[src/rtl/stack_guard_pkg.sv]
// constants and carrier types for the stack limit and secure ram checker
// assumes a 16-bit data space and a stack that steps two addresses per word
package stack_guard_pkg;
  localparam int ADDR_W = 16;
  localparam logic [15:0] SFR_SPACE_TOP = 16'h0800;
  localparam logic [15:0] WORD_STEP = 16'h0002;
  localparam logic [15:0] SP_RESET = 16'h0800;
  localparam logic [15:0] ZERO_WORD = 16'h0000;
  localparam int PC_HI_W = 7;
  localparam int STATUS_LOW_W = 8;

  typedef enum logic [1:0] {
    OP_NONE,
    OP_PUSH,
    OP_POP,
    OP_ACCESS
  } stack_op_t;

  // one stack request from the address generator
  typedef struct packed {
    stack_op_t op;
    logic call_push;
    logic exc_push;
    logic [PC_HI_W-1:0] pc_hi;
    logic [STATUS_LOW_W-1:0] status_low_byte;
    logic [15:0] data;
  } stack_req_t;

  // one protected ram segment window
  typedef struct packed {
    logic enable;
    logic [15:0] base;
    logic [15:0] limit;
  } seg_cfg_t;
endpackage

[src/rtl/stack_guard.sv]
// stack pointer, stack limit compare and secure ram access gating
// assumes the cpu sequencer holds off the faulting access when a trap is raised
`timescale 1ns/1ps

// Operation
// - pointer addresses next free word, grows upward
// - pop predecrements, push writes then increments
// - call push zero-extends program counter high part
// - exception push prepends status low byte
// - stack limit register not reset
// - limit bit zero always zero
// - only push pointer address compared with limit
// - push at limit raises overflow trap
// - stack access address below 0x0800 raises underflow trap
// - boot secure ram only from boot flash
// - segment secure ram only from secure flash
// - master clear low resets the block except the stack limit register
module stack_guard import stack_guard_pkg::*; (
  // clock and reset
  input wire logic sys_clk,
  input wire logic rst,
  input wire logic master_clear_n,
  // stack limit write
  input wire logic limit_wr,
  input wire logic [15:0] limit_wdata,
  // stack request
  input wire stack_req_t req,
  // protected ram configuration and code origin
  input wire seg_cfg_t boot_secure_ram,
  input wire seg_cfg_t segment_secure_ram,
  input wire logic exec_in_boot_flash,
  input wire logic exec_in_secure_flash,
  input wire logic data_valid,
  input wire logic data_wr,
  input wire logic [15:0] data_addr,
  input wire logic [15:0] ram_rdata,
  // stack outputs
  output logic [15:0] working_reg_fifteen,
  output logic [15:0] stack_limit_reg,
  output logic [15:0] effective_address,
  output logic [15:0] push_word,
  output logic stack_mem_we,
  output logic overflow_trap,
  output logic underflow_trap,
  // protected ram outputs
  output logic ram_we,
  output logic [15:0] ram_rdata_out,
  output logic access_blocked
);
  logic [15:0] sp_q, sp_d;
  logic [15:0] limit_q;
  logic [15:0] push_word_q;
  logic we_q;
  logic reset_any;
  assign reset_any = rst | ~master_clear_n;

  // pop reads below the pointer, push writes at it
  wire is_push = req.op == OP_PUSH;
  wire is_pop = req.op == OP_POP;
  wire [15:0] stack_addr = is_pop ? sp_q - WORD_STEP : sp_q;
  wire ovf = is_push && (sp_q == limit_q);
  wire unf = (req.op != OP_NONE) && (stack_addr < SFR_SPACE_TOP);
  wire fault = ovf | unf;
  wire [15:0] call_word = {1'b0, {(15-PC_HI_W){1'b0}}, req.pc_hi};
  wire [15:0] exc_word = {1'b0, req.status_low_byte, req.pc_hi};
  wire [15:0] word_sel = req.exc_push ? exc_word : (req.call_push ? call_word : req.data);

  always_comb begin
    sp_d = sp_q;
    if (!fault && is_push) sp_d = sp_q + WORD_STEP;
    if (!fault && is_pop) sp_d = sp_q - WORD_STEP;
  end

  always_ff @(posedge sys_clk or posedge reset_any) begin
    if (reset_any) begin
      sp_q <= SP_RESET;
      push_word_q <= ZERO_WORD;
      we_q <= 1'b0;
    end else begin
      sp_q <= sp_d;
      push_word_q <= word_sel;
      we_q <= is_push && !fault;
    end
  end

  // no reset here: contents stay unknown until software writes it
  always_ff @(posedge sys_clk) begin
    if (limit_wr) limit_q <= {limit_wdata[15:1], 1'b0};
  end

  assign working_reg_fifteen = sp_q;
  assign stack_limit_reg = limit_q;
  assign effective_address = stack_addr;
  assign push_word = push_word_q;
  assign stack_mem_we = we_q;
  assign overflow_trap = ovf;
  assign underflow_trap = unf;

  // secure ram windows
  logic in_boot;
  logic in_seg;
  ram_window_check #(
    .AW(ADDR_W)
  ) u_boot_window (
    .window(boot_secure_ram),
    .addr(data_addr),
    .hit(in_boot)
  );
  ram_window_check #(
    .AW(ADDR_W)
  ) u_seg_window (
    .window(segment_secure_ram),
    .addr(data_addr),
    .hit(in_seg)
  );
  wire deny = data_valid && ((in_boot && !exec_in_boot_flash) || (in_seg && !exec_in_secure_flash));
  assign access_blocked = deny;
  assign ram_we = data_valid && data_wr && !deny;
  assign ram_rdata_out = deny ? ZERO_WORD : ram_rdata;

  // traps
  overflow_now_a: assert property (@(posedge sys_clk) disable iff (reset_any)
    (is_push && sp_q == limit_q) |-> overflow_trap)
    else $error("overflow not flagged");
  underflow_now_a: assert property (@(posedge sys_clk) disable iff (reset_any)
    (req.op != OP_NONE && stack_addr < SFR_SPACE_TOP) |-> underflow_trap)
    else $error("underflow not flagged");
  overflow_cause_a: assert property (@(posedge sys_clk) disable iff (reset_any)
    overflow_trap |-> (req.op == OP_PUSH && working_reg_fifteen == stack_limit_reg))
    else $error("overflow without cause");
  underflow_cause_a: assert property (@(posedge sys_clk) disable iff (reset_any)
    underflow_trap |-> (req.op != OP_NONE && effective_address < SFR_SPACE_TOP))
    else $error("underflow without cause");
  // pointer movement and stack writes
  push_increment_a: assert property (@(posedge sys_clk) disable iff (reset_any)
    (is_push && !fault) |=> sp_q == $past(sp_q) + WORD_STEP)
    else $error("push did not increment");
  pop_decrement_a: assert property (@(posedge sys_clk) disable iff (reset_any)
    (is_pop && !fault) |=> working_reg_fifteen == $past(working_reg_fifteen) - WORD_STEP)
    else $error("pop did not decrement");
  idle_hold_a: assert property (@(posedge sys_clk) disable iff (reset_any)
    (req.op == OP_NONE || req.op == OP_ACCESS) |=> working_reg_fifteen == $past(working_reg_fifteen))
    else $error("pointer moved without push or pop");
  pop_predec_a: assert property (@(posedge sys_clk) disable iff (reset_any)
    is_pop |-> effective_address == sp_q - WORD_STEP)
    else $error("pop not predecremented");
  push_at_sp_a: assert property (@(posedge sys_clk) disable iff (reset_any)
    is_push |-> effective_address == sp_q)
    else $error("push address wrong");
  access_at_sp_a: assert property (@(posedge sys_clk) disable iff (reset_any)
    (req.op == OP_ACCESS) |-> effective_address == working_reg_fifteen)
    else $error("access address wrong");
  fault_hold_a: assert property (@(posedge sys_clk) disable iff (reset_any)
    fault |=> (sp_q == $past(sp_q) && !stack_mem_we))
    else $error("faulting access completed");
  push_store_a: assert property (@(posedge sys_clk) disable iff (reset_any)
    (is_push && !fault) |=> stack_mem_we)
    else $error("push not stored");
  store_only_push_a: assert property (@(posedge sys_clk) disable iff (reset_any)
    !is_push |=> !stack_mem_we)
    else $error("stack write without push");
  // limit register
  limit_even_a: assert property (@(posedge sys_clk) disable iff (reset_any)
    $past(limit_wr) |-> stack_limit_reg[0] == 1'b0)
    else $error("limit bit zero set");
  limit_load_a: assert property (@(posedge sys_clk) disable iff (reset_any)
    limit_wr |=> stack_limit_reg == {$past(limit_wdata[15:1]), 1'b0})
    else $error("limit not loaded");
  // pushed word
  call_msb_a: assert property (@(posedge sys_clk) disable iff (reset_any)
    (req.call_push && !req.exc_push) |=> push_word[15] == 1'b0)
    else $error("call word msb set");
  call_word_a: assert property (@(posedge sys_clk) disable iff (reset_any)
    (req.call_push && !req.exc_push) |=> push_word == {{(16-PC_HI_W){1'b0}}, $past(req.pc_hi)})
    else $error("call word wrong");
  exc_word_a: assert property (@(posedge sys_clk) disable iff (reset_any)
    req.exc_push |=> push_word[PC_HI_W +: STATUS_LOW_W] == $past(req.status_low_byte))
    else $error("status byte missing");
  exc_pc_a: assert property (@(posedge sys_clk) disable iff (reset_any)
    req.exc_push |=> (push_word[PC_HI_W-1:0] == $past(req.pc_hi) && push_word[15] == 1'b0))
    else $error("exception counter part wrong");
  data_word_a: assert property (@(posedge sys_clk) disable iff (reset_any)
    (!req.call_push && !req.exc_push) |=> push_word == $past(req.data))
    else $error("data word wrong");
  // protected ram
  boot_block_a: assert property (@(posedge sys_clk) disable iff (reset_any)
    (data_valid && in_boot && !exec_in_boot_flash) |-> (!ram_we && ram_rdata_out == ZERO_WORD))
    else $error("boot ram not blocked");
  seg_block_a: assert property (@(posedge sys_clk) disable iff (reset_any)
    (data_valid && in_seg && !exec_in_secure_flash) |-> (!ram_we && access_blocked))
    else $error("segment ram not blocked");
  boot_open_a: assert property (@(posedge sys_clk) disable iff (reset_any)
    (data_valid && in_boot && !in_seg && exec_in_boot_flash) |-> !access_blocked)
    else $error("boot ram wrongly blocked");
  seg_open_a: assert property (@(posedge sys_clk) disable iff (reset_any)
    (data_valid && in_seg && !in_boot && exec_in_secure_flash) |-> !access_blocked)
    else $error("segment ram wrongly blocked");
  ram_pass_a: assert property (@(posedge sys_clk) disable iff (reset_any)
    !access_blocked |-> ram_rdata_out == ram_rdata)
    else $error("open read altered");
  open_write_a: assert property (@(posedge sys_clk) disable iff (reset_any)
    (data_valid && data_wr && !access_blocked) |-> ram_we)
    else $error("open write dropped");
  idle_open_a: assert property (@(posedge sys_clk) disable iff (reset_any)
    !data_valid |-> (!ram_we && !access_blocked))
    else $error("idle bus active");
endmodule

// inclusive address window, one instance per protected ram segment
module ram_window_check import stack_guard_pkg::*; #(
  parameter int AW = ADDR_W
) (
  // window settings
  input wire seg_cfg_t window,
  // address of the current data access
  input wire logic [AW-1:0] addr,
  // address inside an enabled window
  output logic hit
);
  wire above_base = addr >= window.base;
  wire below_limit = addr <= window.limit;
  assign hit = window.enable && above_base && below_limit;
endmodule

[config.mk]
export PLATFORM = sky130hd
export DESIGN_NAME = stack_guard
export DESIGN_NICKNAME = d
export VERILOG_FILES = /design/src/rtl/stack_guard_pkg.sv /design/src/rtl/stack_guard.sv
export SDC_FILE = /design/constraint.sdc
export NUM_CORES = 1
export LEC_CHECK = 0
export BUFFER_PORTS_ARGS = -buffer_cell sky130_fd_sc_hd__buf_2
export CAP_MARGIN = 40
export CORE_ASPECT_RATIO = 0.8
export CORE_UTILIZATION = 47
export CTS_BUF_LIST = sky130_fd_sc_hd__clkbuf_2 sky130_fd_sc_hd__clkbuf_4 sky130_fd_sc_hd__clkbuf_8
export CTS_CLUSTER_DIAMETER = 100
export DETAILED_ROUTE_END_ITERATION = 10
export PLACE_DENSITY = 0.91
export SLEW_MARGIN = 20
export SYNTH_ARGS = -nofsm -noshare
export SYNTH_HDL_FRONTEND = slang
export SYNTH_SLANG_ARGS = --single-unit
[constraint.sdc]
create_clock -name sys_clk -period 3.8 [get_ports sys_clk]
set_input_delay 0.19 -clock sys_clk [delete_from_list [all_inputs] [get_ports sys_clk]]
set_output_delay 0.19 -clock sys_clk [all_outputs]
set_load 0.1 [all_outputs]
# After elaboration in Yosys (flattened, before gate mapping)
# Cells that the tools add are included.
# classes
add_sub_neg	2
magnitude_cmp	5
n_eq_ne	3
mux	6
n_bitwise	3
n_reduce_logical	20
# ops
op	count
$mux W16	6
$ge A16 B16 Y1	2
$le A16 B16 Y1	2
$add A16 B2 Y16 const B	1
$eq A16 B16 Y1	1
$lt A16 B12 Y1 const B	1
$sub A16 B2 Y16 const B	1
$logic_and A1 B1 Y1	13
$logic_not A1 Y1	4
$reduce_bool A2 Y1	2
$eq A2 B1 Y1 const B	1
$eq A2 B2 Y1 const B	1
$or A1 B1 Y1	2
$logic_or A1 B1 Y1	1
$not A1 Y1	1
# totals
regBits	48
inputBits	157
output_inout_bits	85

# Longest topological paths before layout
# Gate-level depths: netlist of the first run.
# logic_depth
depth_word	9
mapped_depth	10
ltp_nobuf	9

# Cells and area by module
# A second synthesis of the first run with hierarchy kept.
# unflattened
hier_cells	497
hier_area_um2	4390.5
# modules_own_cells
mod	n_inst	cells_per_inst	area_each_um2
stack_guard	1	271	2808.9
ram_window_check	2	113	790.8

# Worst setup path after synthesis of the first run
# OpenSTA, ideal clock, no wires.
# synth_timing
kind	reg-to-reg
from	reg sp_q[1], in the netlist working_reg_fifteen[1]
to	reg sp_q[2], in the netlist working_reg_fifteen[2]
setup_time_ps	89
t_arrival_ps	4799
required_time_ps	3711
setup_slack_ps	-1088
stages_incl_launch_ff	10
n_path_buf	0
period_less_slack_ps	4888
cell_sequence	dfrtp_1 inv_1 ha_1 nor4bb_1 and4b_1 xor2_1 or4_4 nor2_1 a21oi_1 a211oi_2
# synth_between
elab_chain_len	8
# synth_rtl
element	line	source
start, declared	stack_guard.sv:50	logic [15:0] sp_q, sp_d;
start signal, assigned	stack_guard.sv:80	sp_q <= sp_d;
$sub A16 B2 Y16 *	stack_guard.sv:60	wire [15:0] stack_addr = is_pop ? sp_q - WORD_STEP : sp_q;
$mux W16 *	stack_guard.sv:60	
via effective_address[13]	stack_guard.sv:40	output logic [15:0] effective_address,
$lt A16 B12 Y1 *	stack_guard.sv:62	wire unf = (req.op != OP_NONE) && (stack_addr < SFR_SPACE_TOP);
$logic_and A1 B1 Y1 *	stack_guard.sv:62	
via underflow_trap	stack_guard.sv:44	output logic underflow_trap,
$or A1 B1 Y1 *	stack_guard.sv:63	wire fault = ovf | unf;
$logic_not A1 Y1 *	stack_guard.sv:70, stack_guard.sv:71	
$logic_and A1 B1 Y1 (on tied branches)	stack_guard.sv:71, stack_guard.sv:70	
$mux W16 or $reduce_bool A2 Y1 (tied branches)	-	
# The timed path passes the listed nets; every way through them passes the cells marked *. The select of a mux whose other input is x is not followed.
# A chain may end at the register's enable or synchronous reset.

# Final worst setup path of the first run
# layout_timing
from	reg sp_q[2], in the netlist working_reg_fifteen[2]
to	out underflow_trap
# layout_between
elab_chain_len	4
# layout_rtl
element	line
$sub A16 B2 Y16	stack_guard.sv:60
$mux W16 *	stack_guard.sv:60
$lt A16 B12 Y1 *	stack_guard.sv:62
$logic_and A1 B1 Y1 *	stack_guard.sv:62
end, declared	stack_guard.sv:44
# Mark *: on every way between the ends. The rest lies on a longest branch, timed or not.

==> impl_metrics.env, run 1 <==
export IMPL_outcome="complete, no violations"
export IMPL_ir_worst_vdd_uv=975.1
export IMPL_placementRows=31
export IMPL_dr_total_vias=4619
export IMPL_wl_met3_um=1002
export IMPL_routed_wl_um=13070
export IMPL_wl_per_cell_um=15.52
export IMPL_cp_max_fo=8
export IMPL_hold_class="in2reg"
export IMPL_required_ns=3.61
export IMPL_grt_total_usage_pct=26.61
export IMPL_avgSynthCellArea_sq_um=8.904
export IMPL_slowest_delay_ns=0.58
export IMPL_die_area_sq_um=9656
export IMPL_drv_cap=0
export IMPL_multi_input_area_sq_um=2780
export IMPL_vias_per_cell=5.486
export IMPL_dieHeight_um=88.09
export IMPL_fin_worst_hold_slack_ns=0.06109
export IMPL_netlist_instances=489
export IMPL_ys_flop_type="dfrtp_1"
export IMPL_rsz0062_at_grt="false"
export IMPL_top_layer_used="met4"
export IMPL_port_buffers=237
export IMPL_drt_iter0_markers=368
export IMPL_cp_slowest_cell="or4_4"
export IMPL_hold_violations=0
export IMPL_fin_worst_skew_ns=0.004566
export IMPL_synth_warning_count=0
export IMPL_grt_pass1_wl_um=19830
export IMPL_ant_nets=0
export IMPL_area_growth_pct=34.22
export IMPL_numCtsBuffers=5
export IMPL_clkLatencyLatePin_ns=0.30
export IMPL_path_clk_slew_ns=0.08
export IMPL_grt_pass1_vias=4394
export IMPL_path_class="reg2out"
export IMPL_worstPathArrival_ns=3.34
export IMPL_root_buffer="clkbuf_8"
export IMPL_nFillCells=786
export IMPL_cts_buffer_depth=2
export IMPL_power_density_nw_per_um2=651.1
export IMPL_ff2ff_path_depth=9
export IMPL_cts_tree="done"
export IMPL_crit_chain="inv_1, ha_1, or3b_2, or2_1, o31a_1, or4_4, nor2_4, buf_2"
export IMPL_ys_types=61
export IMPL_drive_gt1_share_pct=38.24
export IMPL_synth_edff_count=15
export IMPL_drv_slew=0
export IMPL_wl_met1_um=4938
export IMPL_max_slew_margin_pct=65.31
export IMPL_min_period_over_period_pct=92.95
export IMPL_final_nets=949
export IMPL_cts_resized=0
export IMPL_tightest_slew_ns=0.5185
export IMPL_placed_area_sq_um=5682
export IMPL_async_flop_share_pct=68.09
export IMPL_cts_max_level=2
export IMPL_ys_seq_elements=47
export IMPL_globalplace_congestion=0.9196
export IMPL_stdcell_area_sq_um=5844
export IMPL_yosysSeqAreaShare_pct=28.76
export IMPL_gr_total_overflow=0
export IMPL_post_cts_buffers=0
export IMPL_startpoint_type="flip-flop"
export IMPL_dieWidth_um=109.6
export IMPL_route_met2_wl_um=6497
export IMPL_place_hpwl_um=10700
export IMPL_grt_max_degree=19
export IMPL_setup_viol=0
export IMPL_hold_path_depth=1
export IMPL_cts_hold_buf=0
export IMPL_cp_end_kind="output port"
export IMPL_antenna_found_initial=0
export IMPL_drt_pass1_iter_count=4
export IMPL_diodes=0
export IMPL_drc=0
export IMPL_fmax_mhz=283.1
export IMPL_start_util_pct=48.18
export IMPL_synth_area_sq_um=4354
export IMPL_largest_reg_flops=16
export IMPL_ff_latch_area_sq_um=1252
export IMPL_period_minus_slack_ns=3.532
export IMPL_total_leakage_power_nw=3.266
export IMPL_cts_sinks=47
export IMPL_coreArea_sq_um=9037
export IMPL_num_io_pins=242
-- path summary, 6_finish.rpt --
check / from / slack [ns] / to
worst max-delay path: working_reg_fifteen[2]$_DFFE_PP0P_ / 0.27 / underflow_trap
worst min-delay path: limit_wdata[4] / 0.06 / stack_limit_reg[4]$_DFFE_PP_
worst max register to register: working_reg_fifteen[2]$_DFFE_PP0P_ / 0.41 / working_reg_fifteen[6]$_DFFE_PP0P_
worst min register to register: working_reg_fifteen[11]$_DFFE_PP1P_ / 0.64 / working_reg_fifteen[11]$_DFFE_PP1P_
max in group asynchronous: master_clear_n / 2.74 / push_word[9]$_DFF_PP0_
min in group asynchronous: rst / 0.52 / push_word[10]$_DFF_PP0_
-- metrics by stage --
step	utilization, %	cells	total power, W	setup WS (ns)	setup TNS (ns)
after global routing	64.67	842	0.003987	0.1553	0
after CTS	64.13	837	0.003811	0.2910	0
after floorplan	-	491	0.002947	-0.3738	-4.722
after global placement	62.79	828	0.003377	0.5373	0
final	64.67	842	0.003805	0.2680	0
after detailed placement	62.87	829	0.003429	0.4489	0
-- report_power, final --
group	total, W	internal [W]	switching, W
Combinational	0.00262	0.000567	0.00205
Clock	0.000372	0.000211	0.000161
Sequential	0.000813	0.000625	0.000188
-- synthesized netlist by cell type, drive strengths merged, types with 2 or more instances --
| cell type | n | area share [%] |
|---|---|---|
| nand3 | 9 | 1.0 |
| mux2 | 7 | 1.8 |
| and4 | 2 | 0.40 |
| nand3b | 2 | 0.34 |
| xnor2 | 18 | 3.6 |
| a22o | 7 | 1.4 |
| nand2 | 26 | 2.2 |
| and4b | 2 | 0.46 |
| mux2i | 3 | 0.69 |
| edfxtp | 15 | 10 |
| a31oi | 2 | 0.29 |
| o21a | 4 | 0.69 |
| or2 | 2 | 0.29 |
| buf | 7 | 1.2 |
| nor2 | 18 | 1.6 |
| nand2b | 7 | 1.0 |
| o21ai | 15 | 1.7 |
| nand4 | 13 | 1.9 |
| nor3b | 18 | 3.1 |
| clkbuf | 16 | 1.4 |
| a211oi | 4 | 0.80 |
| and2 | 4 | 0.57 |
| a21o | 14 | 2.4 |
| a211o | 2 | 0.40 |
| nor4 | 7 | 1.0 |
| nor2b | 7 | 1.0 |
| nor3 | 14 | 1.6 |
| inv | 67 | 5.8 |
| xor2 | 22 | 4.4 |
| and3 | 4 | 0.57 |
| a21oi | 27 | 3.2 |
| dfrtp | 31 | 18 |
| or4 | 5 | 1.0 |
| ha | 66 | 19 |
| o22ai | 3 | 0.43 |
| a221oi | 3 | 0.60 |
-- cell type report --
cell class | count | area share [%]
Clock buffer | 7 | 1.434
Clock inverter | 1 | 0.5138
Inverter | 67 | 4.303
Multi-Input combinational cell | 354 | 47.57
Sequential cell | 47 | 21.43
Tap cell | 115 | 2.462
Timing Repair Buffer | 251 | 22.29
-- worst max-delay path: cells and delay by family, from the launching register on --
| family | cells | cell delay [ns] |
|---|---|---|
| compound gates | 1 | 0.26 |
| fa+ha+maj | 1 | 0.24 |
| buf+inv | 2 | 0.61 |
| flops | 1 | 0.49 |
| simple gates | 4 | 1.45 |
-- kinds of logic (layout without fill, tap and decap cells) --
kind of cell | after synthesis | after routing | share of synthesized area (%)
and+or+nand+nor | 145 | 145 | 19.20
AOI/OAI and AO/OA | 90 | 90 | 14.05
buffers and inverters | 90 | 326 | 8.391
adders and majority gates | 66 | 66 | 18.97
DFF | 47 | 47 | 28.76
xor gates and xnor gates | 40 | 40 | 8.046
muxes | 10 | 10 | 2.500
other | 1 | 3 | 0.08612
-- cells in the final DEF, fill, tap and decap left out, types with 15 or more instances in the layout --
| cell | Yosys | layout |
|---|---|---|
| a21oi_1 | 26 | 26 |
| buf_2 | 1 | 237 |
| dfrtp_1 | 31 | 31 |
| edfxtp_1 | 15 | 15 |
| ha_1 | 66 | 66 |
| inv_1 | 67 | 67 |
| nand2_1 | 26 | 26 |
| nor2_1 | 17 | 16 |
| nor3b_1 | 18 | 18 |
| o21ai_0 | 15 | 15 |
| xnor2_1 | 18 | 17 |
| xor2_1 | 22 | 21 |
-- layer usage --
metal,vias to the layer above,GRT usage (%)
met4,0,13.82
met2,237,50.09
met5,-,0
met1,2136,28.51
met3,56,4.688
li1,2190,-
Note: power is estimated with default switching activity, not from simulation.
==> inputs of run 2 (changes only) <==
--- a/config.mk
+++ b/config.mk
@@ -12,7 +12,7 @@
 export CTS_BUF_LIST = sky130_fd_sc_hd__clkbuf_2 sky130_fd_sc_hd__clkbuf_4 sky130_fd_sc_hd__clkbuf_8
 export CTS_CLUSTER_DIAMETER = 100
 export DETAILED_ROUTE_END_ITERATION = 10
-export PLACE_DENSITY = 0.91
+export PLACE_DENSITY = 0.84
 export SLEW_MARGIN = 20
 export SYNTH_ARGS = -nofsm -noshare
 export SYNTH_HDL_FRONTEND = slang
==> run 2 against run 1 <==
Against the previous run:
- largest power group unchanged
- final area is 1.0% lower
- sequential share of layout area is 0.22 points higher
- core utilization is 0.66 points lower
- non-clock buffer count is 3 lower
- power is 1.8% lower
- flip-flop and latch count stayed put
==> impl_metrics.env, run 2 (same netlist as run 1, synthesis figures left out) <==
export IMPL_power_density_nw_per_um2=646.0
export IMPL_largest_reg_flops=16
export IMPL_placementRows=31
export IMPL_required_ns=3.61
export IMPL_post_cts_buffers=0
export IMPL_ff2ff_path_depth=9
export IMPL_setup_viol=0
export IMPL_dr_total_vias=4464
export IMPL_cts_sinks=47
export IMPL_cts_resized=0
export IMPL_drive_gt1_share_pct=38.40
export IMPL_drt_iter0_markers=254
export IMPL_grt_max_degree=33
export IMPL_tightest_slew_ns=0.5123
export IMPL_cts_buffer_depth=2
export IMPL_drc=0
export IMPL_total_leakage_power_nw=3.240
export IMPL_die_area_sq_um=9656
export IMPL_place_hpwl_um=10500
export IMPL_startpoint_type="flip-flop"
export IMPL_path_clk_slew_ns=0.09
export IMPL_grt_total_usage_pct=25.58
export IMPL_path_class="reg2out"
export IMPL_ir_worst_vdd_uv=1275
export IMPL_outcome="complete, no violations"
export IMPL_port_buffers=237
export IMPL_cts_max_level=2
export IMPL_period_minus_slack_ns=3.553
export IMPL_drv_cap=0
export IMPL_cts_hold_buf=0
export IMPL_fin_tns_setup_ns=0
export IMPL_p_comb_share_pct=70.3
export IMPL_diodes=0
export IMPL_fmax_mhz=281.5
export IMPL_wl_per_cell_um=15.11
export IMPL_root_buffer="clkbuf_8"
export IMPL_gr_total_overflow=0
export IMPL_grt_pass1_vias=4198
export IMPL_placed_area_sq_um=5697
export IMPL_dieWidth_um=109.6
export IMPL_num_io_pins=242
export IMPL_cp_max_fo=8
export IMPL_hold_violations=0
export IMPL_numCtsBuffers=5
export IMPL_switching_share_pct=64.54
export IMPL_final_cell_mix="buf_2, inv_1, ha_1"
export IMPL_pwr_share_clk_pct=8.2
export IMPL_rsz0062_at_grt="false"
export IMPL_hold_class="in2async"
export IMPL_stdcell_area_sq_um=5784
export IMPL_vias_per_cell=5.321
export IMPL_seq_power_share_pct=21.4
export IMPL_min_period_over_period_pct=93.49
export IMPL_grt_pass1_wl_um=19230
export IMPL_max_slew_margin_pct=66.08
export IMPL_cp_end_kind="output port"
export IMPL_antenna_found_initial=0
export IMPL_fin_worst_skew_ns=0.005020
export IMPL_drt_pass1_iter_count=4
export IMPL_globalplace_congestion=0.8805
export IMPL_ant_nets=0
export IMPL_drv_slew=0
export IMPL_power_switching_w=0.002412
export IMPL_final_nets=946
export IMPL_start_util_pct=48.18
export IMPL_coreArea_sq_um=9037
export IMPL_worstPathArrival_ns=3.36
export IMPL_dieHeight_um=88.09
export IMPL_cts_tree="done"
export IMPL_area_growth_pct=32.84
export IMPL_p_int_w=0.001325
export IMPL_routed_wl_um=12680
export IMPL_final_common_cell="buf_2"
export IMPL_clkLatencyLatePin_ns=0.31
[run 2: path summary, 6_finish.rpt]
check / from / to / slack (ns)
setup / recovery: working_reg_fifteen[2]$_DFFE_PP0P_ / underflow_trap / 0.25
hold / removal: master_clear_n / push_word[14]$_DFF_PP0_ / 0.02
setup reg to reg: working_reg_fifteen[2]$_DFFE_PP0P_ / working_reg_fifteen[6]$_DFFE_PP0P_ / 0.43
hold reg to reg: working_reg_fifteen[7]$_DFFE_PP0P_ / working_reg_fifteen[7]$_DFFE_PP0P_ / 0.64
max in group asynchronous: rst / working_reg_fifteen[11]$_DFFE_PP1P_ / 3.45
min in group sys_clk: limit_wdata[4] / stack_limit_reg[4]$_DFFE_PP_ / 0.05
[run 2: final cells by class]
type                       count  area, sq um
timing repair buffer         248         1269
clock buffer                   5        68.82
inverter                      67        251.5
fill                         791         3253
tap                          115        143.9
sequential                    47         1252
multi-input combinational    354         2780
clock inverter                 3        18.77
[run 2: worst max-delay path: stages (launching register included)]
cell,delay (ns)
dfrtp_1,0.50
inv_1,0.17
ha_1,0.23
or3b_2,0.47
or2_1,0.25
o31a_1,0.26
or4_4,0.59
nor2_4,0.15
buf_2,0.44
[run 2: stage by stage]
step	instances	setup slack (ns)	hold WS (ns)	power, W	utilization [%]
2_1_floorplan	491	-0.3738	0.2889	0.002947	-
3_3_place_gp	829	0.5237	0.3483	0.003394	62.87
3_5_place_dp	831	0.4756	0.3681	0.003437	63.03
4_1_cts	839	0.2849	0.02536	0.003747	64.00
5_1_grt	839	0.1408	0.04289	0.003900	64.00
6_report	839	0.2473	0.01606	0.003736	64.00
[run 2: power by group through the flow]
stage | combinational [W] | sequential (W) | clock, W
final | 0.00263 | 0.000801 | 0.000308
after global routing | 0.00275 | 0.000820 | 0.000332
after CTS | 0.00263 | 0.000800 | 0.000316
after detailed placement | 0.00263 | 0.000812 | 0
after global placement | 0.00259 | 0.000802 | 0
after floorplan | 0.00153 | 0.00142 | 0
[run 2: layer usage]
layer / part of all wire [%] / wire [um] / GRT usage, % / up-vias
met5: 0 / 0 / 0 / -
met4: 1.7 / 210 / 8.364 / 0
met3: 7.1 / 903 / 3.423 / 17
met2: 51 / 6478 / 48.48 / 186
met1: 40 / 5085 / 29.67 / 2068
li1: - / - / - / 2193
